--- config.mk ---
export PLATFORM = sky130hd
export DESIGN_NAME = lmr_regs
export DESIGN_NICKNAME = d
export VERILOG_FILES = /design/src/hdl/lmr_pkg.sv /design/src/hdl/lmr_power_sel.sv /design/src/hdl/lmr_regs.sv
export SDC_FILE = /design/constraint.sdc
export NUM_CORES = 1
export LEC_CHECK = 0
export BUFFER_PORTS_ARGS = -buffer_cell sky130_fd_sc_hd__clkbuf_2
export CAP_MARGIN = 20
export CELL_PAD_IN_SITES_DETAIL_PLACEMENT = 0
export CELL_PAD_IN_SITES_GLOBAL_PLACEMENT = 2
export CORE_MARGIN = 5
export CORE_UTILIZATION = 34
export CTS_CLUSTER_DIAMETER = 120
export DETAILED_ROUTE_END_ITERATION = 12
export HOLD_SLACK_MARGIN = 0.05
export PLACE_DENSITY = 0.75
export SLEW_MARGIN = 20
export SYNTH_ARGS = -nofsm -noshare
export SYNTH_HDL_FRONTEND = slang
export SYNTH_SLANG_ARGS = --single-unit
--- constraint.sdc ---
create_clock -name i_mclk -period 1.65 [get_ports i_mclk]
set_input_delay 0.0825 -clock i_mclk [delete_from_list [all_inputs] [get_ports i_mclk]]
set_output_delay 0.0825 -clock i_mclk [all_outputs]
set_load 0.01 [all_outputs]
--- src/hdl/lmr_pkg.sv ---
// Shared constants of the line monitor register group: offsets, fields,
// reset values and widths.
// Assumes a byte-wide register port with 8-bit addresses.
package lmr_pkg;

  // Register offsets on the byte register port
  localparam logic [7:0] OFS_LOW_BATTERY    = 8'h4B;
  localparam logic [7:0] OFS_POWER_SELECT   = 8'h4C;
  localparam logic [7:0] OFS_POWER_READING  = 8'h4D;
  localparam logic [7:0] OFS_LOOP_VOLTAGE   = 8'h4E;
  localparam logic [7:0] OFS_LOOP_CURRENT   = 8'h4F;
  localparam logic [7:0] OFS_TIP_VOLTAGE    = 8'h50;

  // Field widths and positions
  localparam int         BATTERY_W          = 6;   // Battery code width
  localparam int         SELECT_W           = 3;   // Transistor selector
  localparam int         MAG_W              = 6;   // Loop magnitude fields
  localparam int         SIGN_BIT           = 6;   // Polarity bit position
  localparam int         DATA_W             = 8;   // Register data width
  localparam int         NUM_TRANSISTORS    = 6;   // Line-drive transistors

  // Reset values: low battery -24 V at 1.5 V per code is code 16
  localparam logic [5:0] LOW_BATTERY_RST    = 6'h10;
  localparam logic [2:0] POWER_SELECT_RST   = 3'h0;
  localparam logic [7:0] READ_ZERO          = 8'h00;

  // Selector codes of the low-power transistors three and four
  localparam logic [2:0] SEL_Q3             = 3'h2;
  localparam logic [2:0] SEL_Q4             = 3'h3;
  // Highest defined selector code (transistor six)
  localparam logic [2:0] SEL_LAST           = 3'h5;

endpackage : lmr_pkg

--- src/hdl/lmr_power_sel.sv ---
// Power monitor path: synchronises the per-transistor power words and
// picks the one named by the selector.
// Assumes the power words come from the analog monitor, asynchronous
// to i_mclk, and the selector comes from logic on i_mclk.
`timescale 1ns/1ps
`default_nettype none

module lmr_power_sel #(
  parameter int NUM_Q = lmr_pkg::NUM_TRANSISTORS,  // Transistor count
  parameter int WORD  = lmr_pkg::DATA_W            // Power word width
) (
  input  wire logic                  i_mclk,
  input  wire logic                  i_rst,
  input  wire logic [2:0]            i_select,
  input  wire logic [NUM_Q*WORD-1:0] i_q_power,
  output logic      [WORD-1:0]       o_power_reading,
  output logic                       o_small_range
);

  // Selector has three bits, so no more than eight transistors
  if (NUM_Q < 1 || NUM_Q > 8 || WORD != 8) begin : g_bad_param
    $error("lmr_power_sel: unsupported NUM_Q or WORD");
  end

  wire logic [NUM_Q*WORD-1:0] sync_word;  // Second sync stages, side by side
  logic [WORD-1:0]            pick;       // Selected word before register
  logic                       sel_valid;  // Selector names a fitted one

  // Two-stage synchroniser, one lane per transistor; each lane owns
  // its flops so that no register has more than one process
  genvar g;
  generate
    for (g = 0; g < NUM_Q; g++) begin : g_sync
      logic [WORD-1:0] meta_r;  // First stage, read by sync_r only
      logic [WORD-1:0] sync_r;  // Second stage
      // A multi-bit word may tear for one sample; the value is a
      // slowly moving measurement, so one odd sample is acceptable
      always_ff @(posedge i_mclk) begin
        if (i_rst) begin
          meta_r <= '0;
          sync_r <= '0;
        end else begin
          meta_r <= i_q_power[g*WORD +: WORD];
          sync_r <= meta_r;
        end
      end
      assign sync_word[g*WORD +: WORD] = sync_r;
    end
  endgenerate

  // Codes above the last transistor have no source; read them as zero
  assign sel_valid = (i_select <= lmr_pkg::SEL_LAST) &&
                     (32'(i_select) < NUM_Q);
  assign pick      = sel_valid ? sync_word[i_select*WORD +: WORD]
                               : lmr_pkg::READ_ZERO;

  // Q3 and Q4 report on the 3.62 mW scale, the rest on 30.4 mW
  assign o_small_range = (i_select == lmr_pkg::SEL_Q3) ||
                         (i_select == lmr_pkg::SEL_Q4);

  // Registered reading of the selected transistor
  always_ff @(posedge i_mclk) begin
    if (i_rst) o_power_reading <= lmr_pkg::READ_ZERO;
    else       o_power_reading <= pick;
  end
endmodule // lmr_power_sel

`default_nettype wire

--- src/hdl/lmr_regs.sv ---
// Line monitor register group: low battery setting, power monitor
// selector and reading, loop voltage, loop current and TIP sense.
// Assumes a byte register port on i_mclk and sense codes that arrive
// from the analog side, asynchronous to i_mclk.
`timescale 1ns/1ps
`default_nettype none

// Overview of operation
// Low battery 6-bit code, default -24 V
// Software keeps high battery at least low
// Selector 0-5 picks transistor, 6-7 undefined
// Power register shows selected transistor's power
// Q1 Q2 Q5 Q6 use 30.4 mW steps
// Q3 Q4 use 3.62 mW steps
// Loop voltage sign bit 6: 1 if TIP<RING
// Loop voltage magnitude 6 bits, 1.5 V steps
// Loop current sign bit 6: 1 if reverse
// Loop current magnitude 6 bits, 1.27 mA steps
// TIP sense 8 bits, 0.376 V steps
// Writes to read-only registers change nothing
module lmr_regs #(
  parameter int NUM_Q = lmr_pkg::NUM_TRANSISTORS  // Fitted transistors
) (
  input  wire logic                i_mclk,
  input  wire logic                i_rst,
  // Byte register port
  input  wire logic [7:0]          i_addr,
  input  wire logic                i_wr_en,
  input  wire logic [7:0]          i_wdata,
  input  wire logic                i_rd_en,
  output logic      [7:0]          o_rdata,
  output logic                     o_rdata_valid,
  // Analog sense codes, asynchronous
  input  wire logic                i_tip_below_ring,
  input  wire logic [5:0]          i_loop_voltage_magnitude,
  input  wire logic                i_loop_current_reverse,
  input  wire logic [5:0]          i_loop_current_magnitude,
  input  wire logic [7:0]          i_tip_voltage_field,
  input  wire logic [NUM_Q*8-1:0]  i_q_power,
  // High battery code from the neighbouring register, same clock
  input  wire logic [5:0]          i_high_battery_code,
  // Settings to the analog side
  output logic      [5:0]          o_low_battery_code,
  output logic      [2:0]          o_power_select_field,
  output logic                     o_power_small_range,
  output logic                     o_battery_order_fault
);

  // Selector and data path are built for six transistors at most
  if (NUM_Q < 1 || NUM_Q > lmr_pkg::NUM_TRANSISTORS) begin : g_bad_param
    $error("lmr_regs: NUM_Q out of range");
  end

  localparam int SENSE_W = 22;  // 1+6+1+6+8 bits of line sense

  // Settings held by software
  logic [5:0]         low_battery_r;     // Low battery code
  logic [5:0]         low_battery_nxt;
  logic [2:0]         power_select_r;    // Transistor selector
  logic [2:0]         power_select_nxt;
  // Sense synchroniser; meta stage feeds only the sync stage
  logic [SENSE_W-1:0] sense_meta_r;
  logic [SENSE_W-1:0] sense_r;
  logic [7:0]         power_reading;     // Selected power from the path
  logic [7:0]         rdata_nxt;

  // Field views of the synchronised sense bundle
  logic               loop_voltage_sign;
  logic [5:0]         loop_voltage_magnitude;
  logic               loop_current_sign;
  logic [5:0]         loop_current_magnitude;
  logic [7:0]         tip_voltage_field;

  // Address decode, one wire per register
  logic hit_low, hit_sel, hit_pwr, hit_lv, hit_lc, hit_tip;
  logic wr_low, wr_sel, wr_ro;

  assign hit_low = (i_addr == lmr_pkg::OFS_LOW_BATTERY);
  assign hit_sel = (i_addr == lmr_pkg::OFS_POWER_SELECT);
  assign hit_pwr = (i_addr == lmr_pkg::OFS_POWER_READING);
  assign hit_lv  = (i_addr == lmr_pkg::OFS_LOOP_VOLTAGE);
  assign hit_lc  = (i_addr == lmr_pkg::OFS_LOOP_CURRENT);
  assign hit_tip = (i_addr == lmr_pkg::OFS_TIP_VOLTAGE);

  // Only the two settings accept writes; read-only hits are dropped
  assign wr_low = i_wr_en && hit_low;
  assign wr_sel = i_wr_en && hit_sel;
  assign wr_ro  = i_wr_en && (hit_pwr || hit_lv || hit_lc || hit_tip);

  // Next values of the settings; reserved upper bits are not stored
  assign low_battery_nxt  = wr_low ? i_wdata[5:0] : low_battery_r;
  assign power_select_nxt = wr_sel ? i_wdata[2:0] : power_select_r;

  // Settings registers
  always_ff @(posedge i_mclk) begin
    if (i_rst) begin
      low_battery_r  <= lmr_pkg::LOW_BATTERY_RST;
      power_select_r <= lmr_pkg::POWER_SELECT_RST;
    end else begin
      low_battery_r  <= low_battery_nxt;
      power_select_r <= power_select_nxt;
    end
  end

  // Two-stage synchroniser for the line sense codes; a word may tear
  // for one sample, which a moving measurement tolerates
  always_ff @(posedge i_mclk) begin
    if (i_rst) begin
      sense_meta_r <= '0;
      sense_r      <= '0;
    end else begin
      sense_meta_r <= {i_tip_below_ring, i_loop_voltage_magnitude,
                       i_loop_current_reverse, i_loop_current_magnitude,
                       i_tip_voltage_field};
      sense_r      <= sense_meta_r;
    end
  end

  // Unpack the sense bundle; the read path never writes these
  assign loop_voltage_sign      = sense_r[21];
  assign loop_voltage_magnitude = sense_r[20:15];
  assign loop_current_sign      = sense_r[14];
  assign loop_current_magnitude = sense_r[13:8];
  assign tip_voltage_field      = sense_r[7:0];

  // Power monitor path: selection and the scale flag
  lmr_power_sel #(
    .NUM_Q           (NUM_Q),
    .WORD            (lmr_pkg::DATA_W)
  ) u_power_sel (
    .i_mclk          (i_mclk),
    .i_rst           (i_rst),
    .i_select        (power_select_r),
    .i_q_power       (i_q_power),
    .o_power_reading (power_reading),
    .o_small_range   (o_power_small_range)
  );

  // Read mux; reserved bits and unmapped addresses read zero
  always_comb begin
    rdata_nxt = lmr_pkg::READ_ZERO;
    if (hit_low) begin
      rdata_nxt = {2'h0, low_battery_r};
    end else if (hit_sel) begin
      rdata_nxt = {5'h00, power_select_r};
    end else if (hit_pwr) begin
      rdata_nxt = power_reading;
    end else if (hit_lv) begin
      rdata_nxt = {1'h0, loop_voltage_sign, loop_voltage_magnitude};
    end else if (hit_lc) begin
      rdata_nxt = {1'h0, loop_current_sign, loop_current_magnitude};
    end else if (hit_tip) begin
      rdata_nxt = tip_voltage_field;
    end
  end

  // Read data is captured one cycle after the read strobe
  always_ff @(posedge i_mclk) begin
    if (i_rst) begin
      o_rdata       <= lmr_pkg::READ_ZERO;
      o_rdata_valid <= 1'b0;
    end else begin
      o_rdata_valid <= i_rd_en;
      if (i_rd_en) o_rdata <= rdata_nxt;
    end
  end

  // Settings drive the analog side directly
  assign o_low_battery_code   = low_battery_r;
  assign o_power_select_field = power_select_r;

  // Software must keep high battery no lower than low battery; the
  // device only flags a violation, it does not correct it
  assign o_battery_order_fault = (i_high_battery_code < low_battery_r);
endmodule // lmr_regs

`default_nettype wire

==> impl_metrics.yaml <==
outcome:
  outcome: "finished with violations"
  violations: "setup timing"
routing:
  wl_per_cell_um: 13.0
  drt_iter0_markers: 203
  wirelength_mm: 12.3
  vias_per_cell: 4.31
  num_vias: 4104
  drc: 0
  drt-pass1-iter-count: 4
  ant_nets: 0
logic_synthesis:
  synth_edf_count: 0
  yosysSeqAreaShare_pct: 59.0
  synthDistinctLibCells: 49
  ys.flop_type: "dfxtp_1"
  syn_nets: 617
  synth_common_cells: "166 x dfxtp_1, 146 x nor2b_1, 19 x clkbuf_1"
  synthCells: 516
  ys_seq_elements: 166
  synth_warnings: 0
  synth_largest_area_cell: "dfxtp_1"
  synthTopCellsByArea: "dfxtp_1 59%, nor2b_1 16%, mux4_2 3.2%"
  avgSynthCellArea_um2: 10.9
  yosysTopAreaCellShare_pct: 59.0
  async_reset_ff_share_pct: 0
  synth.most_common_cell: "dfxtp_1"
  syn-cell-area_mm2: 0.00563
global_route:
  grt_pass1_wl_mm: 20.8
  grt_pass1_vias: 4245
  grt_use_total_pct: 13.5
  grt_overflow_total: 0
  grt_start_max_net_pins: 107
  antenna_found_initial: 0
setup_path:
  worstSetupStartpointType: "register"
  crit_path_end_kind: "output pin"
  arrival_ns: 1.65
  cp_data_required_time_ns: 1.57
  rr_endpoint: "u_power_sel.o_power_reading[2]"
  worstSetupEndpoint: "o_battery_order_fault"
  crit_fanout: 2
  startpoint: "o_low_battery_code[1]"
  worstSetupPathType: "register to output pin"
  reg2reg_depth: 4
  r2r_start: "o_power_select_field[0]"
  rrSetupSlack_ns: 0.14
cells_and_area:
  final_net_count: 821
  design_area_mm2: 0.00793
  drive_gt1_share_pct: 26.2
  fin_cells: 953
  syn2layout_area_growth_pct: 40.7
  antenna_cells: 0
  fillers: 1503
floorplan:
  die_area_mm2: 0.0192
  rows: 47
  io_pins: 116
  die_w_um: 139
  die_height_um: 139
  start_util_pct: 34.3
  core_area_mm2: 0.0164
timing:
  finalSetupTns_ns: -0.0810
  setup_viol: 1
  hold_viol_final: 0
  drv_slew: 0
  fin_ws_ns: -0.0810
  rsz0062_at_grt: "yes"
  period_needed_ns: 1.73
  fin_crit_sh_pct: 105
  fin_hold_ws_ns: 0.121
  slew-limit-headroom_pct: 67.0
  fin_skew_ns: 0.00985
  fmaxAchievable_ghz: 0.578
  worst_pin_slew_ns: 0.493
placed_design:
  dpl_cell_area_mm2: 0.00646
  gp_congestion: 0.822
  hpwl_mm: 8.65
  port_buffers: 113
  post-place-ws_ns: 0.109
  placedCellCount: 834
power:
  switching_power_mw: 1.94
  p_comb_share_pct: 6.8
  intPower_mw: 6.79
  p_per_area_mw_per_mm2: 1100
  seq_power_share_pct: 48.2
  irDropWorstVdd_v: 0.000709
  p_leak_nw: 3.28
  power.share.clock_pct: 45.0
  switching_share_pct: 22.2
cts:
  cts_buffer_depth: 2
  cts_sinks: 166
  ctsRootBufferMaster: "clkbuf_16"
  clk_pin_slew_ns: 0.07
  clock_latency_ns: 0.43
  cts_tree: "built"
  h-tree-depth: 4
  numCtsBuffers: 17
job:
  drv_cap: 0
worst_hold_path:
  hp-class: "primary input to register"
  hold_path_depth: 4
## worst min-delay path by stage
stage | to | slack [ns] | startpoint
after detailed placement | u_power_sel.g_sync[2].meta_r[0] | 0.29 | i_q_power[16]
after CTS | o_rdata[1] | 0.09 | i_rd_en
final | o_rdata[0] | 0.12 | i_rd_en
after floorplan | sense_meta_r[0] | 0.21 | i_tip_voltage_field[0]
after global routing | o_rdata_valid | 0.14 | i_rd_en
after global placement | u_power_sel.g_sync[5].meta_r[4] | 0.29 | i_q_power[44]
## registers in the layout, indices dropped and copies added (netlist names)
| signal | flops |
|---|---|
| u_power_sel.o_power_reading | 8 |
| u_power_sel.g_sync.meta_r | 48 |
| o_low_battery_code | 6 |
| o_rdata | 8 |
| o_rdata_valid | 1 |
| u_power_sel.g_sync.sync_r | 48 |
| sense_r | 22 |
| sense_meta_r | 22 |
| o_power_select_field | 3 |
## layer usage
metal / vias up / share of wire (%) / global-route usage, %
li1: 2118 / - / -
met1: 1839 / 47 / 17.5
met2: 124 / 46 / 21.0
met3: 23 / 5.8 / 4.14
met4: 0 / 1.9 / 5.36
met5: - / 0 / 0
## repair_timing
action / 4_1_cts / 5_1_grt
pin swaps: 3 / 2
setup endpoints to repair: 1 / 6
cloned: 0 / 0
hold endpoints to repair: 82 / 0
buffers inserted: 3 / 2
hold buffers: 82 / 0
resized for setup: 5 / 1
## through the flow
step	power, mW	utilization, %
3_3_place_gp	4.75	39.4
3_5_place_dp	4.75	39.4
5_1_grt	9.07	48.3
6_report	8.73	48.3
2_1_floorplan	4.56	-
4_1_cts	8.83	48.2
## cell type report
class | count | area [µm²] | share of cell area (%)
flip-flops and latches | 166 | 3330 | 41.9
clock inverters | 15 | 164 | 2.07
clock buffers | 17 | 425 | 5.37
repair buffers | 215 | 1560 | 19.7
inverters | 15 | 56.3 | 0.710
well taps | 220 | 275 | 3.47
multi-input cells | 305 | 2120 | 26.7
## power groups by stage
stage	combinational (mW)	clock, mW	sequential [mW]
finish	0.592	3.93	4.21
global route	0.660	4.18	4.23
CTS	0.597	4.02	4.21
floorplan	0.272	0	4.28
global placement	0.445	0	4.30
detailed placement	0.449	0	4.30
## cell usage in the layout (no fill, tap or decap), types with 2 or more instances in the layout
| master | instances |
|---|---|
| nand3_1 | 5 |
| nor3_4 | 2 |
| buf_12 | 2 |
| inv_1 | 13 |
| nand3b_1 | 4 |
| clkbuf_16 | 17 |
| clkinv_2 | 3 |
| inv_6 | 5 |
| mux2i_1 | 4 |
| nand2b_1 | 7 |
| a211oi_1 | 4 |
| a22o_1 | 2 |
| nor4_1 | 9 |
| ha_1 | 4 |
| nand2_1 | 17 |
| nand4_1 | 2 |
| dfxtp_1 | 164 |
| bufinv_16 | 2 |
| dfxtp_2 | 2 |
| o31a_1 | 2 |
| mux4_2 | 8 |
| inv_8 | 2 |
| nor2_1 | 17 |
| o21ai_0 | 10 |
| a21oi_1 | 10 |
| a31oi_1 | 5 |
| mux2_2 | 8 |
| and2b_1 | 3 |
| a32oi_1 | 2 |
| buf_4 | 19 |
| dlygate4sd3_1 | 82 |
| a22oi_1 | 11 |
| nor2b_1 | 146 |
| clkinvlp_4 | 3 |
| clkbuf_2 | 111 |
| o22ai_1 | 5 |
## critical path, cell delays in order, from the launching register on
cell,delay [ns]
dfxtp_2,0.34
inv_2,0.05
ha_4,0.20
a21o_1,0.18
a211oi_2,0.18
o31a_1,0.14
buf_2,0.13
## logic make-up after synthesis
group,after synthesis,share of synthesized area (%)
and+or+nand+nor,222,23.9
DFF,166,59.0
AOI/OAI and AO/OA,58,6.80
buffers and inverters,45,3.73
muxes,20,5.51
adders and majority gates,5,1.11
(Power assumes the default switching activity.)
